## config.mk

```make
export PLATFORM = sky130hd
export DESIGN_NAME = ise_bank
export DESIGN_NICKNAME = d
export VERILOG_FILES = /design/src/hdl/ise_pkg.sv /design/src/hdl/ise_bank.sv /design/src/hdl/ise_enable_word.sv
export SDC_FILE = /design/constraint.sdc
export NUM_CORES = 1
export LEC_CHECK = 0
export CORE_MARGIN = 8
export CORE_UTILIZATION = 55
export DETAILED_ROUTE_END_ITERATION = 10
export DONT_BUFFER_PORTS = 1
export GPL_TIMING_DRIVEN = 0
export PLACE_DENSITY = 0.68
export SYNTH_ARGS = -nofsm -noshare
export SYNTH_HDL_FRONTEND = slang
export SYNTH_HIERARCHICAL = 1
export SYNTH_SLANG_ARGS = --single-unit
export TNS_END_PERCENT = 20
```

## constraint.sdc

```tcl
create_clock -name clk -period 8.6 [get_ports clk]
set_clock_uncertainty 0.1 [all_clocks]
set_input_delay 1.29 -clock clk [delete_from_list [all_inputs] [get_ports clk]]
set_output_delay 1.29 -clock clk [all_outputs]
set_load 0.1 [all_outputs]
```

## src/hdl/ise_pkg.sv

```systemverilog
// Package: register map, field layout and reset values of the enable bank
`default_nettype none
package ise_pkg;
    // Register word addresses, as printed (byte addresses)
    localparam logic [31:0] ISE_SET_LOW_ADDR = 32'he000e100;
    localparam logic [31:0] ISE_SET_HIGH_ADDR = 32'he000e104;
    localparam logic [31:0] ISE_CLR_LOW_ADDR = 32'he000e180;
    localparam logic [31:0] ISE_CLR_HIGH_ADDR = 32'he000e184;
    // Bank geometry
    localparam int ISE_NUM_IRQ = 64;
    localparam int ISE_WORD_W = 32;
    // Low word field positions
    localparam int ISE_LO_P0_LSB = 0;
    localparam int ISE_LO_P1_LSB = 12;
    localparam int ISE_LO_P2_LSB = 24;
    // High word field positions
    localparam int ISE_HI_P2HI_LSB = 0;
    localparam int ISE_HI_P3_LSB = 4;
    localparam int ISE_HI_I2C_BIT = 8;
    localparam int ISE_HI_BOD_BIT = 19;
    localparam int ISE_HI_RSVD_BIT = 20;
    localparam int ISE_HI_GPIO3_BIT = 21;
    localparam int ISE_HI_GPIO0_BIT = 24;
    // Implemented bits of the high word: 19:0 and 24:21
    localparam logic [31:0] ISE_HI_IMPL_MASK = 32'h01efffff;
    localparam logic [31:0] ISE_LO_IMPL_MASK = 32'hffffffff;
    // Reset values
    localparam logic [31:0] ISE_EN_RESET = 32'h00000000;
    localparam logic [31:0] ISE_RDATA_RESET = 32'h00000000;
endpackage
`default_nettype wire

```

## src/hdl/ise_bank.sv

```systemverilog
// Top of the interrupt enable bank: register port, storage, enable outputs
//
// Local design decision: the strobed register port.
`default_nettype none
// Operation
// RL1 - Writing one to set bit enables interrupt
// RL2 - Writing zero to set bit changes nothing
// RL3 - Read returns current enable state per bit
// RL4 - Low word irqs 0-31, high word next
// RL5 - Low word: port0, port1 pins, port2 low
// RL6 - High bits 0-7: port2 high, port3 pins
// RL7 - High bits 8-19: peripheral interrupts in order
// RL8 - High bits 21-24: GPIO ports 3,2,1,0
// RL9 - Software avoids ones in reserved bits
// RL10 - Software disables only through clear registers
// RL11 - Writing one to clear bit disables interrupt
// RL12 - One shared bit each, cleared at reset
module ise_bank
    import ise_pkg::*;
(
    input wire logic clk,
    input wire logic rst_n,
    input wire logic [31:0] addr,
    input wire logic [31:0] wdata,
    input wire logic wr_en,
    input wire logic rd_en,
    output logic [31:0] rdata,
    output logic [11:0] wake_pin_p0_enable,
    output logic [11:0] wake_pin_p1_enable,
    output logic [11:0] wake_pin_p2_enable,
    output logic [3:0] wake_pin_p3_enable,
    output logic i2c_irq_enable,
    output logic [1:0] timer16_irq_enable,
    output logic [1:0] timer32_irq_enable,
    output logic sync_serial_irq_enable,
    output logic uart_irq_enable,
    output logic usb_main_irq_enable,
    output logic usb_fast_irq_enable,
    output logic adc_irq_enable,
    output logic watchdog_irq_enable,
    output logic brownout_irq_enable,
    output logic [3:0] gpio_port_irq_enable
);
    // ------------------------------------------------------------
    // Reset release
    // ------------------------------------------------------------
    // Limitation: the bank stays in reset for two edges after rst_n
    // rises, so software must hold off its first access until then.
    // Every flop of the bank but the two sync stages, read port included, sits behind this copy.
    logic rst_meta_q;
    logic rst_meta_d;
    logic rst_sync_q;
    logic rst_sync_d;

    // Constant high walks in behind the released reset
    always_comb begin
        rst_meta_d = 1'b1;
        rst_sync_d = rst_meta_q;
    end

    // Two stages so release never lands mid-edge in the bank
    always_ff @(posedge clk or negedge rst_n) begin
        if (!rst_n) begin
            rst_meta_q <= 1'b0;
            rst_sync_q <= 1'b0;
        end else begin
            rst_meta_q <= rst_meta_d;
            rst_sync_q <= rst_sync_d;
        end
    end

    // ------------------------------------------------------------
    // Address decode
    // ------------------------------------------------------------
    // Every address bit is compared: four wide comparators, but no
    // other address can alias onto the bank.
    logic hit_set_lo;
    logic hit_set_hi;
    logic hit_clr_lo;
    logic hit_clr_hi;
    logic hit_lo;
    logic hit_hi;
    logic set_lo_we;
    logic set_hi_we;
    logic clr_lo_we;
    logic clr_hi_we;
    logic [31:0] en_lo;
    logic [31:0] en_hi;

    // Word hits, shared by the write and read paths
    always_comb begin
        hit_set_lo = (addr == ISE_SET_LOW_ADDR);
        hit_set_hi = (addr == ISE_SET_HIGH_ADDR);
        hit_clr_lo = (addr == ISE_CLR_LOW_ADDR);
        hit_clr_hi = (addr == ISE_CLR_HIGH_ADDR);
    end

    // Set and clear views of one word read the same storage
    always_comb begin
        hit_lo = hit_set_lo || hit_clr_lo;
        hit_hi = hit_set_hi || hit_clr_hi;
    end

    // ------------------------------------------------------------
    // Write strobes
    // ------------------------------------------------------------
    // RL4 word selects group
    always_comb begin
        set_lo_we = wr_en && hit_set_lo;
        set_hi_we = wr_en && hit_set_hi;
        clr_lo_we = wr_en && hit_clr_lo;
        clr_hi_we = wr_en && hit_clr_hi;
    end

    // ------------------------------------------------------------
    // Enable storage, interrupts 0-31 and 32-63
    // ------------------------------------------------------------
    // Reserved high bits get no flop: a stray one written there is
    // dropped, and the read mask keeps them zero as well.
    // Set and clear views sit at different addresses, so one write
    // never asks for both at once.

    // RL4 low word first
    ise_enable_word #(
        .IMPL_MASK(ISE_LO_IMPL_MASK)
    ) u_word_lo (
        .clk(clk),
        .rst_n(rst_sync_q),
        .set_we(set_lo_we),
        .clr_we(clr_lo_we),
        .wdata(wdata),
        .en_q(en_lo)
    );

    // RL4 high word next
    ise_enable_word #(
        .IMPL_MASK(ISE_HI_IMPL_MASK)
    ) u_word_hi (
        .clk(clk),
        .rst_n(rst_sync_q),
        .set_we(set_hi_we),
        .clr_we(clr_hi_we),
        .wdata(wdata),
        .en_q(en_hi)
    );

    // ------------------------------------------------------------
    // Read port
    // ------------------------------------------------------------
    // Read data are a registered copy, so a read issued right after
    // a write already sees the written enables.
    logic [31:0] rd_lo_word;
    logic [31:0] rd_hi_word;
    logic [31:0] rdata_d;

    // RL9 reserved read zero
    always_comb begin
        rd_lo_word = en_lo & ISE_LO_IMPL_MASK;
        rd_hi_word = en_hi & ISE_HI_IMPL_MASK;
    end

    // Both views read the same state; unmapped reads give zero
    always_comb begin
        rdata_d = ISE_RDATA_RESET;
        if (rd_en) begin
            // RL3 read enable state
            if (hit_lo) begin
                rdata_d = rd_lo_word;
            end else if (hit_hi) begin
                rdata_d = rd_hi_word;
            end
        end
    end

    // Data stand only in the cycle after the strobe
    always_ff @(posedge clk or negedge rst_sync_q) begin
        if (!rst_sync_q) begin
            rdata <= ISE_RDATA_RESET;
        end else begin
            rdata <= rdata_d;
        end
    end

    // ------------------------------------------------------------
    // Wake-up pin enables toward the start logic
    // ------------------------------------------------------------
    // Outputs are the storage flops, renamed by field: no extra stage,
    // so an enable follows its write by exactly one edge.

    // RL5 port 0 pins
    always_comb begin
        wake_pin_p0_enable = en_lo[ISE_LO_P0_LSB +: 12];
    end

    // RL5 port 1 pins
    always_comb begin
        wake_pin_p1_enable = en_lo[ISE_LO_P1_LSB +: 12];
    end

    // RL6 port 2 split
    // Pins 0-7 live in the low word, pins 8-11 in the high word
    always_comb begin
        wake_pin_p2_enable = {en_hi[ISE_HI_P2HI_LSB +: 4],
                              en_lo[ISE_LO_P2_LSB +: 8]};
    end

    // RL6 port 3 pins
    always_comb begin
        wake_pin_p3_enable = en_hi[ISE_HI_P3_LSB +: 4];
    end

    // ------------------------------------------------------------
    // Peripheral enables, high word bits 8 to 14
    // ------------------------------------------------------------
    // RL7 serial bus first
    always_comb begin
        i2c_irq_enable = en_hi[ISE_HI_I2C_BIT];
    end

    // RL7 16-bit timer pair
    // Index 0 is the first timer of the pair
    always_comb begin
        timer16_irq_enable = en_hi[ISE_HI_I2C_BIT + 1 +: 2];
    end

    // RL7 32-bit timer pair
    // Index 0 is the first timer of the pair
    always_comb begin
        timer32_irq_enable = en_hi[ISE_HI_I2C_BIT + 3 +: 2];
    end

    // RL7 synchronous serial port
    always_comb begin
        sync_serial_irq_enable = en_hi[ISE_HI_I2C_BIT + 5];
    end

    // RL7 UART
    always_comb begin
        uart_irq_enable = en_hi[ISE_HI_I2C_BIT + 6];
    end

    // ------------------------------------------------------------
    // Peripheral enables, high word bits 15 to 19
    // ------------------------------------------------------------
    // RL7 USB main line
    always_comb begin
        usb_main_irq_enable = en_hi[ISE_HI_I2C_BIT + 7];
    end

    // RL7 USB fast line
    // Separate bit so the fast path can stay on alone
    always_comb begin
        usb_fast_irq_enable = en_hi[ISE_HI_I2C_BIT + 8];
    end

    // RL7 analog converter
    always_comb begin
        adc_irq_enable = en_hi[ISE_HI_I2C_BIT + 9];
    end

    // RL7 watchdog
    always_comb begin
        watchdog_irq_enable = en_hi[ISE_HI_I2C_BIT + 10];
    end

    // RL7 brown-out, last peripheral
    always_comb begin
        brownout_irq_enable = en_hi[ISE_HI_BOD_BIT];
    end

    // ------------------------------------------------------------
    // Whole-port GPIO enables, high word bits 21 to 24
    // ------------------------------------------------------------
    // A port's enable gates its combined pin interrupt only; the
    // per-pin wake-up enables above are separate bits.

    // RL8 GPIO ports reversed
    // Index n is port n; the register places port 3 lowest
    for (genvar gi = 0; gi < 4; gi++) begin : g_gpio
        always_comb begin
            gpio_port_irq_enable[gi] = en_hi[ISE_HI_GPIO0_BIT - gi];
        end
    end
endmodule
`default_nettype wire

```

## src/hdl/ise_enable_word.sv

```systemverilog
// One 32-bit word of shared enable storage with set and clear views
`default_nettype none
module ise_enable_word
    import ise_pkg::*;
#(
    parameter logic [31:0] IMPL_MASK = 32'hffffffff
) (
    input wire logic clk,
    input wire logic rst_n,
    input wire logic set_we,
    input wire logic clr_we,
    input wire logic [31:0] wdata,
    output logic [31:0] en_q
);
    logic [31:0] en_d;

    // ------------------------------------------------------------
    // Per-bit enable storage
    // ------------------------------------------------------------
    // RL12 one bit shared
    genvar gi;
    for (gi = 0; gi < ISE_WORD_W; gi++) begin : g_bit
        if (IMPL_MASK[gi]) begin : g_impl
            // Set and clear come from different strobes, never together
            always_comb begin
                en_d[gi] = en_q[gi];
                // RL1 one sets enable
                // RL2 zero leaves bit
                if (set_we && wdata[gi]) begin
                    en_d[gi] = 1'b1;
                // RL11 one clears enable
                end else if (clr_we && wdata[gi]) begin
                    en_d[gi] = 1'b0;
                end
            end
            // RL12 reset clears all
            always_ff @(posedge clk or negedge rst_n) begin
                if (!rst_n) begin
                    en_q[gi] <= ISE_EN_RESET[gi];
                end else begin
                    en_q[gi] <= en_d[gi];
                end
            end
        end else begin : g_rsvd
            // RL9 reserved bits hold zero
            assign en_d[gi] = 1'b0;
            assign en_q[gi] = 1'b0;
        end
    end
endmodule
`default_nettype wire

```

### Word-level counts from Yosys, hierarchy flattened

Cells that the tools add are included.

* flip-flop bits (word level): 90
* input port bits: 68
* output and inout port bits: 88

* eq/ne operators: 4
* muxes and demuxes: 115
* reduce and logical (&&, ||, !) cells: 174

Operator list (count)
* 32-bit equality test (second input constant): 4
* 1-bit logical AND: 116
* 1-bit two-way mux: 112
* 2-bit nonzero test: 56
* 32-bit two-way mux: 2
* 25-bit two-way mux: 1
* 1-bit logical OR: 2

### Longest topological paths before layout

Gate-level depths: netlist (run 1).

* word-level depth: 5
* depth in mapped cells: 7
* mapped depth without buffers: 5

### Hierarchy

The synthesis (run 1) kept the hierarchy.

Modules (own cells, without submodules)
* ise_bank: instances 1, cells each 161, area each 1776.7 um^2
* ise_enable_word at u_word_lo: instances 1, cells each 102, area each 1249.9 um^2
* ise_enable_word at u_word_hi: instances 1, cells each 85, area each 997.2 um^2

### Least setup slack after synthesis (run 1)

Ideal clock, no wire load.

* kind: input -> register
* start: in addr[21]
* end: reg u_word_hi.en_q[10]
* library setup time: 0.123 ns
* data arrival time: 2.990 ns
* path slack: 5.387 ns
* stages on the path: 7
* cell sequence: nor4_1 -> nand4_2 -> buf_2 -> nor3_1 -> buf_6 -> nand2_1 -> a22o_1

* word-level cells in the longest chain between the ends: 4
* elaborated cells between the ends (all ways): 8
* classes of those cells: eq/ne: 2; mux: 1; reduce/logical: 5

Ends and longest elaborated chain
* start: declaration: line ise_bank.sv:23 `input wire logic [31:0] addr,`
* 32-bit equality test: line ise_bank.sv:95 `hit_clr_hi = (addr == ISE_CLR_HIGH_ADDR);`
* 1-bit logical AND: line ise_bank.sv:112 `clr_hi_we = wr_en && hit_clr_hi;`
* named net clr_hi_we: line ise_bank.sv:86 `logic clr_hi_we;`
* 1-bit logical AND: line ise_enable_word.sv:32 `end else if (clr_we && wdata[gi]) begin`
* 2-bit nonzero test (no source line)
* end signal: indexed assignment: line ise_enable_word.sv:39 `en_q[gi] <= ISE_EN_RESET[gi];`
* end signal: indexed assignment: line ise_enable_word.sv:41 `en_q[gi] <= en_d[gi];`
* end: declaration: line ise_enable_word.sv:13 `output logic [31:0] en_q`

The timed path passes the listed nets, and every way through them passes these cells.
A chain may end at the register's enable or synchronous reset.

### Final worst setup path (run 1)

* start: in addr[21]
* end: reg u_word_hi.en_q[2]

Same word-level chain as after synthesis.

==> results.json, run 1 <==
{
  "grt_first_pass_wirelength_mm": 16.6,
  "cts_setup_buffers": 0,
  "clockBufferDepth": 2,
  "drt_iter0_markers": 132,
  "finalWirelength_mm": 10.7,
  "grt_util_all_layers_pct": 21.2,
  "vias": 2883,
  "timing.final.crit_share_pct": 40.8,
  "seq_power_share_pct": 59.8,
  "multiInputGateArea_sq_um": 1510,
  "via_per_inst": 6.35,
  "arrival_ps": 3640,
  "ys_warn_count": 6,
  "area_delta_synth_final_pct": 8.56,
  "tightestPinTransition_ps": 1000,
  "min_path_type": "reg2async",
  "syn_nets": 407,
  "dr.pass1.iters": 4,
  "regArea_sq_um": 2260,
  "intPower_mw": 0.561,
  "p_leak_nw": 1.75,
  "synth_area_sq_um": 3960,
  "gp_congestion": 0.823,
  "cts_made_buffers": 9,
  "cts_root_buf": "clkbuf_8",
  "rsz0062_at_grt": "false",
  "diodes": 0,
  "fin_cells": 454,
  "cts_tree": "done",
  "fin_crit_ps": 3510,
  "swShare_pct": 21.4,
  "cp-start-kind": "input pin",
  "fp.dieW_um": 101,
  "hold_viol_final": 0,
  "postRouteAntennaNets": 0,
  "core_area_sq_um": 7100,
  "final_layout_size_suffix_gt1_share_pct": 18.9,
  "slew_headroom_pct": 32.7,
  "setup_viol": 0,
  "dp.cells": 439,
  "rows": 31,
  "path_delay_family": "simple AND/OR/NAND/NOR gates",
  "worstSetupPathType": "in2reg",
  "fp.dieH_um": 101,
  "required_ps": 8730,
  "maxSlewViolCount": 0,
  "crit_buf_inv": 2,
  "status": "finished clean",
  "post_drt_wl_per_cell_um": 23.6,
  "nNetsFinal": 419,
  "grt_pass1_vias": 3060,
  "slowest_stage": "nor3_1",
  "power_density_nw_per_um2": 166,
  "antenna_found_initial": 0,
  "cp_max_fo": 10,
  "ir_drop_uv": 75.6,
  "ctsResizeCount": 0,
  "end_kind": "flop",
  "initial_core_util_pct": 55.8,
  "cp_cell_sequence": "nor4_1 > nand4_2 > buf_2 > nor3_1 > buf_6 > nand2_1 > a22o_1",
  "net-switching-power_mw": 0.153,
  "comb_power_share_pct": 2.2,
  "clockPowerShare_pct": 38.0,
  "dieArea_sq_um": 10200,
  "clkSinkCount": 90,
  "grt_start_max_net_pins": 52,
  "hpwl_mm": 7.89,
  "synth_cells": 339,
  "slowest_delay_ps": 840,
  "drcViolationCount": 0,
  "clkTransAtPathRegs_ps": 80,
  "setup_tns_ps": 0,
  "grt_overflow": 0,
  "clk_latency_ps": 340,
  "htree_levels": 3,
  "final_util_pct": 60.6,
  "io_pins": 156,
  "avgSynthCellArea_sq_um": 11.7,
  "cts_hold_buffers": 0,
  "clock.fmax_ghz": 0.285,
  "maxCapViolCount": 0,
  "fillers": 608,
  "portBuffers": 0
}
-- final timing paths --
kind | from | to | slack, ps | cells after the start
worst max-delay path | addr[21] | u_word_hi/en_q[2] | 5090 | 7
worst min-delay path | rst_sync_q | u_word_lo/en_q[25] | 200 | 0
worst max register to register | u_word_hi/en_q[11] | rdata[11] | 6970 | 2
worst min register to register | rst_sync_q | u_word_lo/en_q[25] | 200 | 0
max in group asynchronous | rst_sync_q | rdata[11] | 7600 | 1
min in group clk | rst_meta_q | rst_sync_q | 260 | 0
-- state kept, by name (all words and copies together), names as in the netlist --
| signal | cells |
|---|---|
| rdata | 32 |
| rst_sync_q | 1 |
| u_word_lo/en_q | 32 |
| u_word_hi/en_q | 24 |
| rst_meta_q | 1 |
-- cell usage in the layout (no fill, tap or decap), types with 2 or more instances in the layout --
cell type / count
dfrtp_1: 89
nand3_1: 58
nand2_1: 56
a22o_1: 56
a211oi_2: 18
buf_2: 13
nor3_1: 13
clkbuf_8: 10
buf_6: 9
a211oi_1: 6
nor4b_2: 2
nand4_2: 2
clkbuf_1: 2
nor4b_4: 2
buf_4: 2
nand4_1: 2
clkinv_2: 2
-- final cells by class --
type,count,area share [%]
sequential,90,52.5
timing repair buffer,1,0.640
buffer,27,4.71
clock buffer,10,2.97
tap,99,2.88
clock inverter,5,1.31
multi-input combinational,222,35.0
-- worst reg2reg max path: cells and delay by family, from the launching register on --
family           cells  cell delay [ps]
flip-flops           1              990
AO/OA/AOI/OAI        1              280
AND/OR/NAND/NOR      1              180
-- stage by stage --
stage	worst slack, ps	total power [mW]	hold slack [ps]	cell area, sq um
6_report	5090	0.714	205	4300
5_1_grt	4890	0.744	254	4300
4_1_cts	5090	0.721	230	4300
3_5_place_dp	4730	0.452	219	4120
3_3_place_gp	4810	0.450	240	4080
2_1_floorplan	5390	0.445	231	3960
-- per-layer routing --
| layer | vias to the layer above | part of all wire (%) | global-route usage [%] |
|---|---|---|---|
| met4 | 0 | 0.53 | 8.95 |
| li1 | 1284 | - | - |
| met3 | 4 | 11 | 7.80 |
| met1 | 1466 | 39 | 24.6 |
| met5 | - | 0 | 0 |
| met2 | 129 | 49 | 34.4 |
-- power by group through the flow --
stage               clock (mW)  combinational (mW)  sequential, mW
global route             0.299              0.0174           0.428
finish                   0.272              0.0157           0.427
global placement             0              0.0100           0.440
detailed placement           0              0.0161           0.436
CTS                      0.278              0.0161           0.427
floorplan                    0             0.00775           0.438
(Power assumes the default switching activity.)
==> inputs of run 2 (changes only) <==
==> constraint.sdc (replaced) <==
create_clock -name clk -period 3.5 [get_ports clk]
set_clock_uncertainty 0.1 [all_clocks]
set_input_delay 0.525 -clock clk [delete_from_list [all_inputs] [get_ports clk]]
set_output_delay 0.525 -clock clk [all_outputs]
set_load 0.1 [all_outputs]
==> run 2 against run 1 <==
Hold slack improved by 1.6 ps. Largest power group unchanged. Sequential share of layout area decreased by 0.12 points. Combinational power increased to 2.5 times the previous value. First-iteration DRC count increased by 23%. Design area increased by 0.23%. Highest routed layer unchanged. Sequential cell count unchanged. Routed wire length about the same. Register-to-register slack got worse by 5100 ps. Sequential power increased by 150%. Non-clock buffer count increased by 1.
==> results.json, run 2 (synthesis gave the netlist of run 1 again) <==
{
  "status": "finished clean",
  "cp-start-kind": "input pin",
  "tightestPinTransition_ps": 974,
  "grt_pass1_vias": 3068,
  "ir_drop_uv": 186,
  "slowest_stage": "nor3_1",
  "timing.final.crit_share_pct": 77.9,
  "vias": 2885,
  "p_leak_nw": 1.76,
  "r2r-end": "rdata[11]",
  "post_drt_wl_per_cell_um": 23.6,
  "postRouteAntennaNets": 0,
  "area_delta_synth_final_pct": 8.82,
  "min_path_type": "reg2async",
  "final_util_pct": 60.7,
  "grt_first_pass_wirelength_mm": 16.6,
  "antenna_found_initial": 0,
  "clkSinkCount": 90,
  "fp.dieW_um": 101,
  "nNetsFinal": 420,
  "top_regs": "rdata x32, u_word_lo/en_q x32, u_word_hi/en_q x24",
  "final_common_cell": "dfrtp_1",
  "grt_overflow": 0,
  "worstSetupPathType": "in2reg",
  "ctsResizeCount": 0,
  "final_layout_size_suffix_gt1_share_pct": 18.8,
  "layout_common_cells": "dfrtp_1 (89), nand3_1 (58), nand2_1 (56), a22o_1 (56), a211oi_2 (18)",
  "clockBufferDepth": 2,
  "r2r_cells": 2,
  "slew_headroom_pct": 34.6,
  "dieArea_sq_um": 10200,
  "finalWirelength_mm": 10.7,
  "slowest_delay_ps": 820,
  "cp-startpoint": "addr[21]",
  "io_pins": 156,
  "path_delay_family": "simple AND/OR/NAND/NOR gates",
  "drt_iter0_markers": 162,
  "crit_buf_inv": 2,
  "htree_levels": 3,
  "worst-path-stages": 7,
  "fin_crit_ps": 2730,
  "rows": 31,
  "via_per_inst": 6.34,
  "gp_congestion": 0.823,
  "crit_end": "u_word_hi/en_q[7]",
  "rr_startpoint": "u_word_hi/en_q[11]",
  "cp_cell_sequence": "nor4_1 > nand4_2 > buf_2 > nor3_1 > buf_6 > nand2_1 > a22o_1",
  "diodes": 0,
  "maxSlewViolCount": 0,
  "arrival_ps": 2850,
  "clock.fmax_ghz": 0.367,
  "cts_made_buffers": 9,
  "power_density_nw_per_um2": 407,
  "initial_core_util_pct": 55.8,
  "maxCapViolCount": 0,
  "required_ps": 3620,
  "grt_start_max_net_pins": 52,
  "dr.pass1.iters": 4,
  "portBuffers": 0,
  "clk_latency_ps": 340,
  "core_area_sq_um": 7100,
  "grt_util_all_layers_pct": 21.2,
  "setup_viol": 0,
  "total_power_mw": 1.75,
  "cp_max_fo": 10,
  "hpwl_mm": 7.89,
  "clkTransAtPathRegs_ps": 90,
  "drcViolationCount": 0,
  "worst-r2r-setup-slack_ps": 1870,
  "rsz0062_at_grt": "false",
  "cts_root_buf": "clkbuf_8",
  "hold_viol_final": 0,
  "cts_tree": "done",
  "end_kind": "flop",
  "fp.dieH_um": 101
}
==> run 2: cell types whose count changed in the layout (fill, tap and decap cells not counted), sizes merged <==
cell | previous run | this run
dlygate4sd3 | 0 | 1
==> run 2: final cells by class <==
| class | instances | area, sq um |
|---|---|---|
| clock inverters | 5 | 56.3 |
| fillers | 607 | 2790 |
| multi-input cells | 222 | 1510 |
| well taps | 99 | 124 |
| clock buffers | 10 | 128 |
| flip-flops and latches | 90 | 2260 |
| plain buffers | 27 | 203 |
| repair buffers | 2 | 37.5 |
==> run 2: per-stage QoR <==
| step | hold WS (ps) | area (sq um) | setup slack (ps) | TNS [ps] | instances |
|---|---|---|---|---|---|
| global placement | 129 | 4080 | -135 | -11460 | 438 |
| detailed placement | 130 | 4120 | 391 | 0 | 439 |
| floorplan | 129 | 3960 | 708 | 0 | 339 |
| finish | 206 | 4310 | 775 | 0 | 455 |
| CTS | 207 | 4310 | 760 | 0 | 455 |
| global route | 204 | 4310 | 559 | 0 | 455 |
==> run 2: what timing repair did <==
item	CTS	global route
endpoints found under the hold margin	2	0
buffers inserted	0	0
hold buffers	1	0
==> run 2: worst reg2reg max path: stages (launching register included) <==
cell	delay (ps)
dfrtp_1	990
nand3_1	180
a211oi_2	280
==> run 2: power breakdown <==
group	switching (mW)	internal [mW]
combinational	0.0261	0.0138
clock	0.340	0.325
sequential	0.00855	1.04
total	0.375	1.38
==> run 2: worst min path at each step <==
| stage | start | to | cells past startpoint |
|---|---|---|---|
| 6_report | rst_sync_q | u_word_lo/en_q[25] | 0 |
| 3_5_place_dp | rst_n | rst_meta_q | 0 |
| 4_1_cts | wdata[3] | u_word_lo/en_q[3] | 1 |
| 5_1_grt | wdata[5] | u_word_lo/en_q[5] | 1 |
| 2_1_floorplan | rst_n | rst_meta_q | 0 |
| 3_3_place_gp | rst_n | rst_meta_q | 0 |
==> run 2: layer usage <==
metal	up-vias	track usage, %	wire, um
met5	-	0	0
met1	1440	24.6	3980
met4	0	8.95	65
met2	152	34.5	5320
li1	1287	-	-
met3	6	7.73	1350
==> inputs of run 3 (changes only) <==
--- a/config.mk
+++ b/config.mk
@@ -10,7 +10,7 @@
 export DETAILED_ROUTE_END_ITERATION = 10
 export DONT_BUFFER_PORTS = 1
 export GPL_TIMING_DRIVEN = 0
-export PLACE_DENSITY = 0.68
+export PLACE_DENSITY = 0.71
 export SYNTH_ARGS = -nofsm -noshare
 export SYNTH_HDL_FRONTEND = slang
 export SYNTH_HIERARCHICAL = 1
==> constraint.sdc (replaced) <==
create_clock -name clk -period 2.5 [get_ports clk]
set_clock_uncertainty 0.1 [all_clocks]
set_input_delay 0.375 -clock clk [delete_from_list [all_inputs] [get_ports clk]]
set_output_delay 0.375 -clock clk [all_outputs]
set_load 0.1 [all_outputs]
==> run 3 against run 2 <==
Sequential power grew 40%. First-iteration DRC count fell by 12%. Sequential share of layout area fell by 0.29 points. Count of clock-buffer cells in the layout is the same. Register-to-register slack got worse by 1000 ps. Design area rose by 0.55%. Hold slack worse by 140 ps. Die area unchanged. Combinational power rose by 34%. Critical endpoint is now u_word_hi/en_q[10]. Highest routed layer unchanged.
==> results.json, run 3 (synthesis gave the netlist of run 1 again) <==
{
  "end_kind": "flop",
  "cp-startpoint": "addr[21]",
  "antenna_found_initial": 0,
  "finalWirelength_mm": 10.9,
  "hpwl_mm": 7.95,
  "ir_drop_uv": 431,
  "whs_path_depth": 1,
  "via_per_inst": 6.31,
  "dr.pass1.iters": 5,
  "r2r-end": "rdata[9]",
  "dp.cells": 439,
  "drcViolationCount": 0,
  "p_leak_nw": 1.75,
  "htree_levels": 3,
  "maxSlewViolCount": 0,
  "final_util_pct": 61.0,
  "cp-start-kind": "input pin",
  "post_drt_wl_per_cell_um": 24.0,
  "r2r_cells": 2,
  "fin_crit_ps": 2250,
  "path_delay_family": "simple AND/OR/NAND/NOR gates",
  "final_common_cell": "dfrtp_1",
  "postRouteAntennaNets": 0,
  "intPower_mw": 1.94,
  "setup_ws_ps": 249,
  "worstSetupPathType": "in2reg",
  "dieArea_sq_um": 10200,
  "nNetsFinal": 420,
  "arrival_ps": 2380,
  "portBuffers": 0,
  "net-switching-power_mw": 0.552,
  "layout_common_cells": "dfrtp_1 (89), nand3_1 (58), nand2_1 (56), a22o_1 (56), a211oi_2 (18)",
  "fp.dieW_um": 101,
  "rows": 31,
  "min_path_type": "in2reg",
  "cp_cell_sequence": "nor4_1 > nand4_2 > buf_2 > nor3_2 > buf_6 > nand2_1 > a22o_1",
  "tightestPinTransition_ps": 971,
  "fp.dieH_um": 101,
  "seq_power_share_pct": 59.0,
  "multiInputGateArea_sq_um": 1530,
  "place_ws_ps": -438,
  "hold_viol_final": 0,
  "power_density_nw_per_um2": 575,
  "timing.final.crit_share_pct": 90.1,
  "cts_root_buf": "clkbuf_8",
  "rsz0062_at_grt": "false",
  "total_power_mw": 2.49,
  "required_ps": 2630,
  "final_layout_size_suffix_gt1_share_pct": 20.2,
  "clockBufferDepth": 2,
  "setup_tns_ps": 0,
  "diodes": 0,
  "fillers": 575,
  "top_regs": "rdata x32, u_word_lo/en_q x32, u_word_hi/en_q x24",
  "comb_power_share_pct": 2.1,
  "holdPathEnd": "u_word_lo/en_q[15]",
  "cp_max_fo": 10,
  "grt_overflow": 0,
  "clock.fmax_ghz": 0.444,
  "clockPowerShare_pct": 38.9,
  "fin_cells": 456,
  "regArea_sq_um": 2260,
  "slowest_stage": "nor3_2",
  "maxCapViolCount": 0,
  "core_area_sq_um": 7100,
  "grt_first_pass_wirelength_mm": 16.8,
  "hp-start": "wdata[15]",
  "rr_startpoint": "u_word_hi/en_q[9]",
  "clkTransAtPathRegs_ps": 90,
  "slowest_delay_ps": 550,
  "initial_core_util_pct": 55.8,
  "drt_iter0_markers": 142,
  "vias": 2878,
  "swShare_pct": 22.2,
  "gp_congestion": 0.797,
  "io_pins": 156,
  "crit_buf_inv": 2,
  "grt_util_all_layers_pct": 21.5,
  "cts_setup_buffers": 0,
  "setup_viol": 0,
  "cts_tree": "done",
  "worst-r2r-setup-slack_ps": 860,
  "grt_pass1_vias": 2906,
  "grt_start_max_net_pins": 46,
  "area_delta_synth_final_pct": 9.42,
  "clk_latency_ps": 340,
  "clkSinkCount": 90,
  "slew_headroom_pct": 35.2,
  "status": "finished clean",
  "cts_made_buffers": 9
}
run 3: cell types whose count changed in the layout (fill, tap and decap cells not counted):
cell and change:
buf_12 +1, clkinv_2 -1, buf_16 -1, nor3_1 -4, clkinv_4 +1, nor3_2 +4
clkinvlp_4 +1
run 3: area by class of cell:
class                   instances  share of cell area, %
repair buffers                  2                  0.693
well taps                      99                   2.86
flip-flops and latches         90                   52.1
clock inverters                 6                   1.56
clock buffers                  10                   2.95
plain buffers                  27                   4.68
multi-input cells             222                   35.2
run 3: power groups by stage:
stage | sequential (mW) | combinational [mW] | clock (mW)
finish | 1.47 | 0.0534 | 0.968
global route | 1.47 | 0.0599 | 1.07
CTS | 1.47 | 0.0549 | 0.992
detailed placement | 1.50 | 0.0535 | 0
global placement | 1.51 | 0.0352 | 0
floorplan | 1.51 | 0.0267 | 0
run 3: timing repair:
action	in CTS	in global routing
endpoints found under the setup margin	20	51
gates resized for setup	1	3
hold buffers	1	0
endpoints found under the hold margin	2	0
run 3: through the flow:
stage                     instance area (sq um)  hold WS, ps
after floorplan                            3960        -20.6
after global placement                     4090        -20.5
after detailed placement                   4110        -20.5
after CTS                                  4320         50.2
after global routing                       4330         35.8
final                                      4330         70.8
run 3: worst max path at each step:
stage | to | slack [ps] | cells past startpoint
2_1_floorplan | u_word_hi/en_q[10] | 200 | 7
3_3_place_gp | u_word_hi/en_q[16] | -390 | 7
3_5_place_dp | u_word_hi/en_q[2] | -440 | 7
4_1_cts | u_word_hi/en_q[5] | 10 | 6
5_1_grt | u_word_hi/en_q[16] | 60 | 7
6_report | u_word_hi/en_q[10] | 250 | 7
run 3: metal layers:
layer | track usage, % | vias to the layer above | part of all wire (%)
met3 | 7.87 | 6 | 9.3
met2 | 34.3 | 117 | 50
li1 | - | 1289 | -
met4 | 5.47 | 0 | 0.78
met5 | 0 | - | 0
met1 | 26.8 | 1466 | 40
